<file path="src/hw/maprm_pkg.sv">
// Package: register map, field layout and constants of the axis parameter block
package maprm_pkg;
  // Register byte addresses (word aligned)
  localparam logic [4:0] OFS_INTERP_AUX   = 5'h00;
  localparam logic [4:0] OFS_ACCEL_RANGE  = 5'h04;
  localparam logic [4:0] OFS_DECEL_RANGE  = 5'h08;
  localparam logic [4:0] OFS_CORR_SPEED   = 5'h0c;
  localparam logic [4:0] OFS_ENV_ONE      = 5'h10;
  localparam logic [4:0] OFS_STATUS       = 5'h14;
  localparam logic [4:0] OFS_ACCEL_WORK   = 5'h18;
  localparam logic [4:0] OFS_DECEL_WORK   = 5'h1c;
  // Field widths
  localparam int AUX_W   = 28;
  localparam int RANGE_W = 15;
  localparam int SPEED_W = 16;
  localparam int ENV_W   = 8;
  localparam int KIND_W  = 7;
  localparam int MULT_W  = 16;
  // Operation kinds that use the auxiliary register
  localparam logic [6:0] KIND_CLI2 = 7'h62;
  localparam logic [6:0] KIND_LI2  = 7'h63;
  localparam logic [6:0] KIND_CW   = 7'h64;
  localparam logic [6:0] KIND_CCW  = 7'h65;
  // Environment one field positions
  localparam int ENV_FMT_LO = 0;
  localparam int ENV_FMT_HI = 2;
  localparam int ENV_LIMIT  = 3;
  localparam logic [2:0] FMT_TWO_PULSE = 3'h4;
  localparam logic [1:0] FMT_INV_HI    = 2'h1;
  // Reset values
  localparam logic [31:0] RST_WORD  = 32'h0000_0000;
  localparam logic [31:0] BAD_ADDR  = 32'h0000_0000;
  // Aux usage modes
  typedef enum logic [2:0] {
    AUX_NONE   = 3'b001,
    AUX_MASTER = 3'b010,
    AUX_CENTER = 3'b100
  } maprm_aux_type;
endpackage : maprm_pkg

</file>
<file path="src/hw/maprm_top.sv">
// Axis parameter registers: pre-registers, working copies, correction speed, env one
// Operation
// - The auxiliary pre-register matters only for kinds 62h to 65h.
// - In both linear interpolation 2 kinds the auxiliary value is a master axis feed.
// - In circular kinds the auxiliary value is a signed 28-bit arc centre offset.
// - The top four auxiliary bits ignore writes and read as copies of bit 27.
// - The aux and both curve range parameters each have a pre-register and a working register of the same layout.
// - The acceleration curve range keeps only fifteen bits, normally 1 to 32767.
// - The deceleration curve range is a separate fifteen-bit pre-register.
// - A zero curve range is replaced by half of high feed speed minus initial speed.
// - Unimplemented upper bits of range and speed registers drop writes, read zero.
// - The sixteen-bit correction speed sets correction and zero return reverse speed.
// - The correction speed is scaled by the speed multiplier to give the pulse rate.
// - The curve profile select bit chooses linear or S-curve ramps.
//
// Register access over Avalon-MM and the placing of the registers are this design's own decisions.
module maprm_top (
  input  wire logic        SYS_CLK_IN,        // 125 MHz clock
  input  wire logic        RESETN_IN,         // Async reset, active low
  input  wire logic        CLK_EN_IN,         // Freezes all state while low
  input  wire logic [4:0]  AVS_ADDRESS_IN,    // Byte address
  input  wire logic        AVS_READ_IN,       // Read request
  input  wire logic        AVS_WRITE_IN,      // Write request
  input  wire logic [31:0] AVS_WRITEDATA_IN,  // Write data
  input  wire logic [3:0]  AVS_BYTEENABLE_IN, // Byte enables
  output logic      [31:0] AVS_READDATA_OUT,  // Read data, registered
  output logic             AVS_WAITREQUEST_OUT, // Wait request
  input  wire logic [6:0]  OPERATION_KIND_IN, // Operation kind field
  input  wire logic        CURVE_PROFILE_SELECT_IN, // 0 linear, 1 S-curve
  input  wire logic [15:0] HIGH_FEED_SPEED_IN,  // High feed speed
  input  wire logic [15:0] INITIAL_SPEED_IN,    // Start speed
  input  wire logic [15:0] SPEED_MULTIPLIER_IN, // Speed multiplier
  input  wire logic        OP_START_IN,       // Operation start pulse
  input  wire logic        MOVE_NEG_IN,       // Motion direction, 1 negative
  input  wire logic        STEP_IN,           // Step pulse from generator
  input  wire logic        END_LIMIT_INPUT_IN,  // End limit pin
  output logic      [27:0] INTERP_AUX_WORKING_OUT, // Working aux value
  output logic             AUX_IS_MASTER_OUT, // Aux used as master feed
  output logic             AUX_IS_CENTER_OUT, // Aux used as arc centre
  output logic      [14:0] ACCEL_RANGE_OUT,   // Effective accel range
  output logic      [14:0] DECEL_RANGE_OUT,   // Effective decel range
  output logic             S_CURVE_OUT,       // S-curve ramps in use
  output logic      [31:0] CORR_RATE_OUT,     // Correction pulse rate
  output logic             OUT_PIN_OUT,       // Pulse output pin
  output logic             DIR_PIN_OUT,       // Direction output pin
  output logic             LIMIT_STOP_OUT,    // Limit reached, stop request
  output logic             LIMIT_DECEL_OUT    // 1 decel stop, 0 immediate
);

  typedef struct packed {
    logic [27:0] aux_pre;
    logic [27:0] aux_work;
    logic [14:0] acc_pre;
    logic [14:0] acc_work;
    logic [14:0] dec_pre;
    logic [14:0] dec_work;
    logic [15:0] corr_speed;
    logic [7:0]  env_one;
    maprm_pkg::maprm_aux_type aux_mode;
    logic        s_curve;
    logic [31:0] rdata;
    logic        ack;
    logic [31:0] corr_rate;
    logic        out_pin;
    logic        dir_pin;
    logic        lim_s1;
    logic        lim_s2;
    logic        lim_stop;
  } maprm_state_type;

  maprm_state_type st_ff;
  maprm_state_type nxt_st;

  logic [31:0] wmask;
  logic [31:0] merged;
  logic [31:0] cur_word;
  logic [16:0] speed_diff;
  logic [14:0] half_diff;
  logic        uses_aux;
  logic        req;
  logic        take_req;
  logic        start_en;

  // Byte-lane mask for partial writes
  assign wmask = {{8{AVS_BYTEENABLE_IN[3]}}, {8{AVS_BYTEENABLE_IN[2]}},
                  {8{AVS_BYTEENABLE_IN[1]}}, {8{AVS_BYTEENABLE_IN[0]}}};
  assign req   = AVS_READ_IN | AVS_WRITE_IN;

  // Accepted request and enabled start, shared by the checks
  assign take_req = req & ~st_ff.ack & CLK_EN_IN;
  assign start_en = OP_START_IN & CLK_EN_IN;

  // Half speed difference; saturates at zero when start speed is higher
  assign speed_diff = (HIGH_FEED_SPEED_IN > INITIAL_SPEED_IN) ?
                      ({1'b0, HIGH_FEED_SPEED_IN} - {1'b0, INITIAL_SPEED_IN}) : 17'h0_0000;
  assign half_diff  = speed_diff[15:1];

  // Aux register is meaningful only in the four interpolation kinds
  assign uses_aux = (OPERATION_KIND_IN == maprm_pkg::KIND_CLI2) ||
                    (OPERATION_KIND_IN == maprm_pkg::KIND_LI2)  ||
                    (OPERATION_KIND_IN == maprm_pkg::KIND_CW)   ||
                    (OPERATION_KIND_IN == maprm_pkg::KIND_CCW);

  // Current register word at the addressed offset, used for readback and merges
  always_comb begin
    unique case (AVS_ADDRESS_IN)
      maprm_pkg::OFS_INTERP_AUX:  cur_word = {{4{st_ff.aux_pre[27]}}, st_ff.aux_pre};
      maprm_pkg::OFS_ACCEL_RANGE: cur_word = {17'h0_0000, st_ff.acc_pre};
      maprm_pkg::OFS_DECEL_RANGE: cur_word = {17'h0_0000, st_ff.dec_pre};
      maprm_pkg::OFS_CORR_SPEED:  cur_word = {16'h0000, st_ff.corr_speed};
      maprm_pkg::OFS_ENV_ONE:     cur_word = {24'h00_0000, st_ff.env_one};
      maprm_pkg::OFS_STATUS:      cur_word = {28'h000_0000, st_ff.lim_stop,
                                              st_ff.s_curve, st_ff.aux_mode[2],
                                              st_ff.aux_mode[1]};
      maprm_pkg::OFS_ACCEL_WORK:  cur_word = {17'h0_0000, st_ff.acc_work};
      maprm_pkg::OFS_DECEL_WORK:  cur_word = {17'h0_0000, st_ff.dec_work};
      default:                    cur_word = maprm_pkg::BAD_ADDR;
    endcase
  end

  assign merged = (cur_word & ~wmask) | (AVS_WRITEDATA_IN & wmask);

  // Next-state logic for registers, working copies and pin outputs
  always_comb begin
    nxt_st     = st_ff;
    nxt_st.ack = 1'b0;
    // Bus slave: one wait cycle, then acknowledge
    if (req && !st_ff.ack) begin
      nxt_st.ack   = 1'b1;
      nxt_st.rdata = cur_word;
      if (AVS_WRITE_IN) begin
        unique case (AVS_ADDRESS_IN)
          maprm_pkg::OFS_INTERP_AUX:  nxt_st.aux_pre    = merged[27:0];
          maprm_pkg::OFS_ACCEL_RANGE: nxt_st.acc_pre    = merged[14:0];
          maprm_pkg::OFS_DECEL_RANGE: nxt_st.dec_pre    = merged[14:0];
          maprm_pkg::OFS_CORR_SPEED:  nxt_st.corr_speed = merged[15:0];
          maprm_pkg::OFS_ENV_ONE:     nxt_st.env_one    = merged[7:0];
          default:                    nxt_st.env_one    = st_ff.env_one;
        endcase
      end
    end
    // Latch working registers at operation start
    if (OP_START_IN) begin
      nxt_st.aux_work = uses_aux ? st_ff.aux_pre : 28'h000_0000;
      nxt_st.acc_work = (st_ff.acc_pre == 15'h0000) ? half_diff : st_ff.acc_pre;
      nxt_st.dec_work = (st_ff.dec_pre == 15'h0000) ? half_diff : st_ff.dec_pre;
      nxt_st.s_curve  = CURVE_PROFILE_SELECT_IN;
      if (!uses_aux)
        nxt_st.aux_mode = maprm_pkg::AUX_NONE;
      else if (OPERATION_KIND_IN[2])
        nxt_st.aux_mode = maprm_pkg::AUX_CENTER;
      else
        nxt_st.aux_mode = maprm_pkg::AUX_MASTER;
    end
    // Correction pulse rate, registered product
    nxt_st.corr_rate = st_ff.corr_speed * SPEED_MULTIPLIER_IN;
    // Pulse format on the two output pins
    if (st_ff.env_one[maprm_pkg::ENV_FMT_HI:maprm_pkg::ENV_FMT_LO] ==
        maprm_pkg::FMT_TWO_PULSE) begin
      nxt_st.out_pin = STEP_IN & ~MOVE_NEG_IN;
      nxt_st.dir_pin = STEP_IN &  MOVE_NEG_IN;
    end else begin
      nxt_st.out_pin = STEP_IN;
      nxt_st.dir_pin = (st_ff.env_one[2:1] == maprm_pkg::FMT_INV_HI) ?
                       MOVE_NEG_IN : ~MOVE_NEG_IN;
    end
    // Limit pin synchroniser; stop request follows the second stage only
    nxt_st.lim_s1   = END_LIMIT_INPUT_IN;
    nxt_st.lim_s2   = st_ff.lim_s1;
    nxt_st.lim_stop = st_ff.lim_s2;
  end

  // State register with clock enable
  always_ff @(posedge SYS_CLK_IN or negedge RESETN_IN) begin
    if (!RESETN_IN) begin
      st_ff          <= '0;
      st_ff.aux_mode <= maprm_pkg::AUX_NONE;
    end else if (CLK_EN_IN) begin
      st_ff <= nxt_st;
    end
  end

  // Outputs
  assign AVS_WAITREQUEST_OUT    = req & ~st_ff.ack;
  assign AVS_READDATA_OUT       = st_ff.rdata;
  assign INTERP_AUX_WORKING_OUT = st_ff.aux_work;
  assign AUX_IS_MASTER_OUT      = st_ff.aux_mode[1];
  assign AUX_IS_CENTER_OUT      = st_ff.aux_mode[2];
  assign ACCEL_RANGE_OUT        = st_ff.acc_work;
  assign DECEL_RANGE_OUT        = st_ff.dec_work;
  assign S_CURVE_OUT            = st_ff.s_curve;
  assign CORR_RATE_OUT          = st_ff.corr_rate;
  assign OUT_PIN_OUT            = st_ff.out_pin;
  assign DIR_PIN_OUT            = st_ff.dir_pin;
  assign LIMIT_STOP_OUT         = st_ff.lim_stop;
  assign LIMIT_DECEL_OUT        = st_ff.env_one[maprm_pkg::ENV_LIMIT];
endmodule : maprm_top

</file>
<file path="config.mk">
export PLATFORM = sky130hd
export DESIGN_NAME = maprm_top
export DESIGN_NICKNAME = d
export VERILOG_FILES = /design/src/hw/maprm_pkg.sv /design/src/hw/maprm_top.sv
export SDC_FILE = /design/constraint.sdc
export NUM_CORES = 1
export LEC_CHECK = 0
export BUFFER_PORTS_ARGS = -buffer_cell sky130_fd_sc_hd__buf_2
export CORE_UTILIZATION = 35
export DETAILED_ROUTE_END_ITERATION = 12
export PLACE_DENSITY = 0.54
export REMOVE_ABC_BUFFERS = 1
export SLEW_MARGIN = 20
export SYNTH_ARGS = -nofsm -noshare
export SYNTH_HDL_FRONTEND = slang
export SYNTH_SLANG_ARGS = --single-unit
export TNS_END_PERCENT = 20
</file>
<file path="constraint.sdc">
create_clock -name SYS_CLK_IN -period 5.5 [get_ports SYS_CLK_IN]
set_clock_uncertainty 0.1 [all_clocks]
set_input_delay 0.55 -clock SYS_CLK_IN [delete_from_list [all_inputs] [get_ports SYS_CLK_IN]]
set_output_delay 0.55 -clock SYS_CLK_IN [all_outputs]
set_load 0.02 [all_outputs]
</file>
==> metrics.txt, run 1 <==
r2r setup slk=-0.22 ns; drt drc=0; Max-slew headroom=31.62%; min Tclk post-route=5.724 ns; synth unique cells=71; vias post-DR=14730; maximum achievable frequency=174.7 MHz; critical path arrival=6.04 ns; ANT nets after route=0; Critical R2R Launch=st_ff[88]$_DFFE_PN0P_; Top FF cell, synth=dfrtp_1; Die Width=236.5 um; critical path, cell by cell=buf_12 -> and2_4 -> fa_1 -> fa_1 -> fa_1 -> fa_1 -> fa_1 -> inv_1 -> fa_1 -> inv_1 -> ha_1 -> a21o_1 -> o21bai_1 -> or4b_4 -> o22a_1 -> o21a_1 -> xnor2_1 -> a21oi_1; First-pass DRT Iterations=7; Critical Path Max Stage Delay=0.57 ns; complex-gate fraction of the synthesized area=10.59%; Buf+Inv Stages, Crit Path=3; RSZ-0062 raised after global routing=yes; multi-input logic area=12080 um2; largest net degree at the start of global routing=133; final setup fails=15; global route overflow=0; Area contributors post-synth=dfrtp_1 (27%), fa_1 (20%), ha_1 (7.8%); failing checks=negative setup slack; #FFs+latches synth=209; clock-pin slew on the worst setup and hold paths=0.06 ns; CP dominant cell by count=fa_1; CP Class=reg2reg; Met3 Wirelength=2.500 mm; final wirelength=53.33 mm; CP max FO=13; met2 wire len=26.76 mm; hold slack=0.09782 ns; Vias/cell=5.092; Detailed Route Iter0 Violations=813; Leak=11.50 nW; Hold Violations, Final=0; largest family of logic cells by synthesized area=adder cells; syn avg cell area=9.797 um2; drt wl/cell=18.44 um; pwr dens=275.1 nW/um2; commonest cells in the netlist=inv_1 (248), nand2_1 (224), dfrtp_1 (209); CP delay by family, top=adder cells; post-synthesis mux area share=8.265%; Post-Synthesis Cell Area=19240 um2; fin crit share=104.1%; Die ar.=55920 um2; Port-buffer cells=230; vias in the first global route=15700; Warnings, synthesis=0; post-synthesis simple-gate area fraction=12.79%; hold path depth=3; core area=54030 um2; max-cap violations=0; area growth from synthesis to layout=17.32%; count leader, synth=inv_1; die height=236.5 um; later-pin clock latency in the skew report=0.56 ns; initial antenna violation count=3; post-synthesis async set-or-reset flop share=100.0%; number of flops mapped to enable cells by yosys=0; TritonCTS clock tree=done; filler cell count=5325; Worst Hold Path EP=S_CURVE_OUT$_DFFE_PN0P_; worst-margin pin slew=1.022 ns; DPL Wire Length=42.42 mm; first-pass GRT wire length=86.13 mm; Mapped Cells=1964; # clock sinks=209; total CTS buffers=26; slowest CP cell=fa_1; final setup margin=-0.2242 ns; setup_tns=-1.748 ns; DR top layer=met5; share of layout cells above drive strength 1=28.75%; CP Launch Type=flop; final RePlAce weighted congestion=0.9134; outcome=finished, violations left; post-synth top area cell=dfrtp_1; Worst VDD drop=0.1893 mV; sequential share of the synthesized area=27.18%; FP Rows=85; reg2reg end=CORR_RATE_OUT[26]$_DFFE_PN0P_; fin. max-slew vios=0; Yosys top cell area share=27.18%; metal1 wirelength=22.81 mm; final net count=2597; CTS Root Cell=clkbuf_16; Worst EP required=5.82 ns; min-delay worst type=in2reg; adder-cell share of the synthesized area=28.09%; H-tree depth reported by CTS=1; initial core utilization=35.62%; Critical Path Sink Type=flop; Storage cell area=5238 um2; Post-Synth XOR/XNOR Area=1.502%; Hold Startpoint=CURVE_PROFILE_SELECT_IN; R2R cell count=18; GRT Resource Usage Total=19.34%; deepest clock path buffer count=3; I/O pins=236
## power by group
| part | leakage (nW) | internal [W] | switching (W) |
|---|---|---|---|
| sequential | 2.77 | 0.00173 | 0.000153 |
| combinational | 8.29 | 0.00111 | 0.00140 |
| clock | 0.442 | 0.00111 | 0.000713 |
## state kept, by name, indices dropped and copies added, names as in the netlist
name and cells:
INTERP_AUX_WORKING_OUT 28, AUX_IS_CENTER_OUT 1, nxt_st 2, CORR_RATE_OUT 32
DIR_PIN_OUT 1, AVS_READDATA_OUT 28, OUT_PIN_OUT 1, LIMIT_DECEL_OUT 1
S_CURVE_OUT 1, AUX_IS_MASTER_OUT 1, ACCEL_RANGE_OUT 15, DECEL_RANGE_OUT 15
LIMIT_STOP_OUT 1, st_ff 82
## worst max path at each step
stage	start	to	slack [ns]	cells past startpoint
final	st_ff[88]$_DFFE_PN0P_	CORR_RATE_OUT[26]$_DFFE_PN0P_	-0.22	18
after CTS	st_ff[95]$_DFFE_PN0P_	CORR_RATE_OUT[26]$_DFFE_PN0P_	-0.25	18
after global routing	st_ff[88]$_DFFE_PN0P_	CORR_RATE_OUT[29]$_DFFE_PN0P_	-0.41	20
after detailed placement	SPEED_MULTIPLIER_IN[5]	CORR_RATE_OUT[20]$_DFFE_PN0P_	-0.60	21
after global placement	SPEED_MULTIPLIER_IN[4]	CORR_RATE_OUT[20]$_DFFE_PN0P_	-0.55	20
after floorplan	st_ff[96]$_DFFE_PN0P_	CORR_RATE_OUT[27]$_DFFE_PN0P_	-0.20	19
## timing repair
action	CTS	global route
hold endpoints to repair	77	0
endpoints found under the setup margin	19	19
pin swaps	13	12
buffers inserted	8	8
resized for setup	52	27
hold buffers	1	0
## layer usage
metal / vias up / global-route usage [%]
li1: 6795 / -
met1: 7518 / 24.65
met2: 337 / 33.80
met3: 72 / 3.031
met4: 4 / 5.411
met5: - / 0
## layout make-up
class | instances | area share (%)
inverters | 249 | 4.140
well taps | 696 | 3.858
clock buffers | 31 | 3.148
diodes | 1 | 0.01109
clock inverters | 16 | 0.8480
flip-flops and latches | 209 | 23.20
repair buffers | 393 | 11.26
multi-input cells | 1297 | 53.53
## through the flow
step | worst slack, ns | utilization, % | power [W] | instances | area [um2]
4_1_cts | -0.2463 | 41.42 | 0.006234 | 2883 | 22380
3_5_place_dp | -0.6028 | 39.23 | 0.004290 | 2827 | 21200
2_1_floorplan | -0.2009 | - | 0.003238 | 1755 | 17950
6_report | -0.2242 | 41.78 | 0.006210 | 2892 | 22570
5_1_grt | -0.4116 | 41.78 | 0.006621 | 2891 | 22570
3_3_place_gp | -0.5542 | 39.23 | 0.004265 | 2827 | 21190
## cell usage in the layout, fill, tap and decap left out, drive strengths merged, types with 3 or more instances in the layout
cell type and count:
xnor2 24, o21ai 61, a31oi 24, o31ai 3
a21o 19, nor2b 3, inv 249, o21a 8
nand2b 3, clkinv 9, mux2i 16, o21bai 4
mux4 4, clkbuf 31, and2 123, mux2 117
a21boi 5, a222oi 15, bufinv 4, dfrtp 209
nand4 14, a22o 41, ha 120, clkinvlp 3
nor2 68, and3 10, o211ai 10, buf 392
a311o 3, a211oi 6, nand2 224, nand3b 3
nor3 11, nand3 23, nor4 8, or3 6
a22oi 9, a21oi 77, xor2 9, fa 195
## kinds of logic (layout without fill, tap and decap cells)
group / after synthesis / after routing
mux: 137 / 137
fa+ha+maj: 315 / 315
flops: 209 / 209
xor+xnor: 33 / 33
compound gates: 304 / 304
simple gates: 508 / 508
other cells: 0 / 1
buf+inv: 458 / 689
## worst register-to-register path: cells and delay by family (launching register included)
kind	cells	cell delay, ns
simple gates	2	0.66
compound gates	5	0.77
fa+ha+maj	7	3.22
flops	1	0.40
buf+inv	3	0.25
xor+xnor	1	0.18
Power figures use the tool's default switching activity.
==> inputs of run 2 (changes only) <==
--- a/config.mk
+++ b/config.mk
@@ -6,11 +6,12 @@
 export NUM_CORES = 1
 export LEC_CHECK = 0
 export BUFFER_PORTS_ARGS = -buffer_cell sky130_fd_sc_hd__buf_2
+export CELL_PAD_IN_SITES_DETAIL_PLACEMENT = 1
+export CELL_PAD_IN_SITES_GLOBAL_PLACEMENT = 2
 export CORE_UTILIZATION = 35
 export DETAILED_ROUTE_END_ITERATION = 12
-export PLACE_DENSITY = 0.54
+export PLACE_DENSITY = 0.78
 export REMOVE_ABC_BUFFERS = 1
-export SLEW_MARGIN = 20
 export SYNTH_ARGS = -nofsm -noshare
 export SYNTH_HDL_FRONTEND = slang
 export SYNTH_SLANG_ARGS = --single-unit
==> run 2 against run 1 <==
The run still ends with negative setup slack left. Critical path depth fell by 1. Flip-flop and latch count did not move. Final cell count about the same. Combinational power increased by 5%. Die area unchanged. Sequential power barely moved. Utilization increased by 0.55 points. Wire length grew 9.3%. Count of clock-buffer cells in the layout increased by 5. Via count grew 1.7%. Clock power fell by 2%. Final area is 1.3% higher. Critical endpoint unchanged.
==> metrics.txt, run 2 (synthesis gave the netlist of run 1 again) <==
outcome=finished, violations left; failing checks=negative setup slack; commonest non-fill, non-tap cell in the layout=inv_1; min-delay worst type=in2reg; vias post-DR=14980 (+1.7%); GRT Resource Usage Total=20.76% (+1.4 points); CTS Root Cell=clkbuf_16; vias in the first global route=16580 (+5.6%); Worst VDD drop=0.1618 mV (-15%); DP Worst Slack=-0.7930 ns (-0.1902 ns); FP Rows=85 (unchanged); initial antenna violation count=6 (+3); Port-buffer cells=230 (unchanged); global route hottest layer=met2; # clock sinks=209 (unchanged); first-pass GRT wire length=91.96 mm (+6.8%); Leak=11.52 nW (+0.14%); CP Launch Type=flop; Post-Layout Cell Count=2890 (-0.069%); DPL Wire Length=45.98 mm (+8.4%); fin. max-slew vios=0 (unchanged); worst-margin pin slew=1.218 ns (+0.1963 ns); share of layout cells above drive strength 1=30.75% (+2.0 points); pwr dens=275.4 nW/um2 (about the same); final setup fails=18 (+3); Worst EP required=5.80 ns (-0.02 ns); final wirelength=58.29 mm (+9.3%); min Tclk post-route=5.835 ns (+0.1103 ns); ANT nets after route=0 (unchanged); most frequent cells in the layout=inv_1 (236), buf_2 (229), nand2_1 (217); Detailed Route Iter0 Violations=602 (-26%); Cell Count Post-Placement=2810 (-0.60%); die height=236.5 um (unchanged); final RePlAce weighted congestion=0.8933 (-2.2%); max reg flops=82 (unchanged); core area=54030 um2 (unchanged); post-route cell area=22870 um2 (+1.3%); H-tree depth reported by CTS=1 (unchanged); initial core utilization=35.62% (unchanged); Core Util, Final=42.34% (+0.55 points); area growth from synthesis to layout=18.87%; deepest clock path buffer count=3 (unchanged); largest register by flop count=st_ff; First-pass DRT Iterations=6 (-1); final setup margin=-0.3345 ns (-0.1103 ns); CP Class=reg2reg; critical path arrival=6.13 ns (+0.09 ns); met2 GRT Util=38.48% (+4.7 points); maximum achievable frequency=171.4 MHz (-1.9%); met1 usage=25.13% (+0.48 points); Die ar.=55920 um2 (unchanged); clock-pin slew on the worst setup and hold paths=0.06 ns (about the same); later-pin clock latency in the skew report=0.55 ns (about the same); drt drc=0 (unchanged); Die Width=236.5 um (unchanged); RSZ-0062 raised after global routing=yes; final net count=2595 (-0.077%); TritonCTS clock tree=done; CP max FO=6 (-7); total CTS buffers=25 (-3.8%); setup_tns=-3.340 ns (-1.592 ns); global route overflow=0 (unchanged); Cell Area, Placed=21050 um2 (-0.67%); max-cap violations=0 (unchanged); I/O pins=236 (unchanged); drt wl/cell=20.17 um (+9.4%); Max-slew headroom=18.49% (-13 points); Critical Path Sink Type=flop; Vias/cell=5.183 (+1.8%); Hold Violations, Final=0 (unchanged); fin crit share=106.1% (+2.0 points); met3 GRT Util=2.786% (-0.24 points); largest net degree at the start of global routing=131 (-1.5%)
## run 2: cell count changes in the layout (fill, tap and decap cells not counted), sizes merged
cell / previous run / this run
clkbuf: 31 / 37
clkinv: 9 / 4
clkinvlp: 3 / 0
buf: 392 / 390
diode: 1 / 2
inv: 249 / 250
## run 2: area by class of cell
type | count | area [um2]
inverter | 249 | 934.6
sequential | 209 | 5243
clock inverter | 9 | 148.9
fill | 6124 | 31150
multi-input combinational | 1297 | 12330
antenna | 2 | 5.005
timing repair buffer | 392 | 2610
tap | 696 | 870.8
clock buffer | 36 | 726.9
## run 2: path summary, 6_finish.rpt
path	to	depth (start not counted)	slack, ns	from
min reg2reg	CORR_RATE_OUT[30]$_DFFE_PN0P_	2	0.39	CORR_RATE_OUT[30]$_DFFE_PN0P_
min	S_CURVE_OUT$_DFFE_PN0P_	3	0.12	CURVE_PROFILE_SELECT_IN
min in group asynchronous	CORR_RATE_OUT[0]$_DFFE_PN0P_	2	0.45	RESETN_IN
max	CORR_RATE_OUT[26]$_DFFE_PN0P_	17	-0.33	st_ff[88]$_DFFE_PN0P_
max in group asynchronous	st_ff[96]$_DFFE_PN0P_	3	3.53	RESETN_IN
max reg2reg	CORR_RATE_OUT[26]$_DFFE_PN0P_	17	-0.33	st_ff[88]$_DFFE_PN0P_
## run 2: critical path, stage by stage, from the launching register on
cell	delay, ns
dfrtp_2	0.44
buf_12	0.15
buf_6	0.12
and2_4	0.15
fa_1	0.51
fa_1	0.53
fa_1	0.55
fa_1	0.53
fa_1	0.61
ha_4	0.23
ha_4	0.21
a211o_1	0.30
a21oi_2	0.19
or4b_4	0.48
o22a_1	0.17
o21a_1	0.16
xnor2_1	0.18
a21oi_1	0.08
## run 2: power by group
| part | total, W | switching (W) | internal (W) | leakage [nW] |
|---|---|---|---|---|
| clock | 0.00178 | 0.000678 | 0.00110 | 0.434 |
| sequential | 0.00189 | 0.000164 | 0.00173 | 2.77 |
| combinational | 0.00263 | 0.00147 | 0.00115 | 8.32 |
## run 2: stage by stage
step	hold slack, ns	total power [W]
2_1_floorplan	0.1544	0.003238
3_3_place_gp	0.3552	0.004231
3_5_place_dp	0.3766	0.004304
4_1_cts	0.09011	0.006246
5_1_grt	0.1148	0.006697
6_report	0.1160	0.006298
## run 2: timing repair
item / CTS / global route
gates resized for setup: 82 / 65
pin swaps: 28 / 59
hold buffers: 1 / 0
setup endpoints to repair: 20 / 22
hold endpoints to repair: 79 / 0
setup buffers: 14 / 17
cloned: 1 / 1
## run 2: metal layers
layer | routed length [um] | vias to the layer above
li1 | - | 6786
met1 | 23540 | 7767
met2 | 30960 | 324
met3 | 2261 | 93
met4 | 1483 | 8
met5 | 52 | -
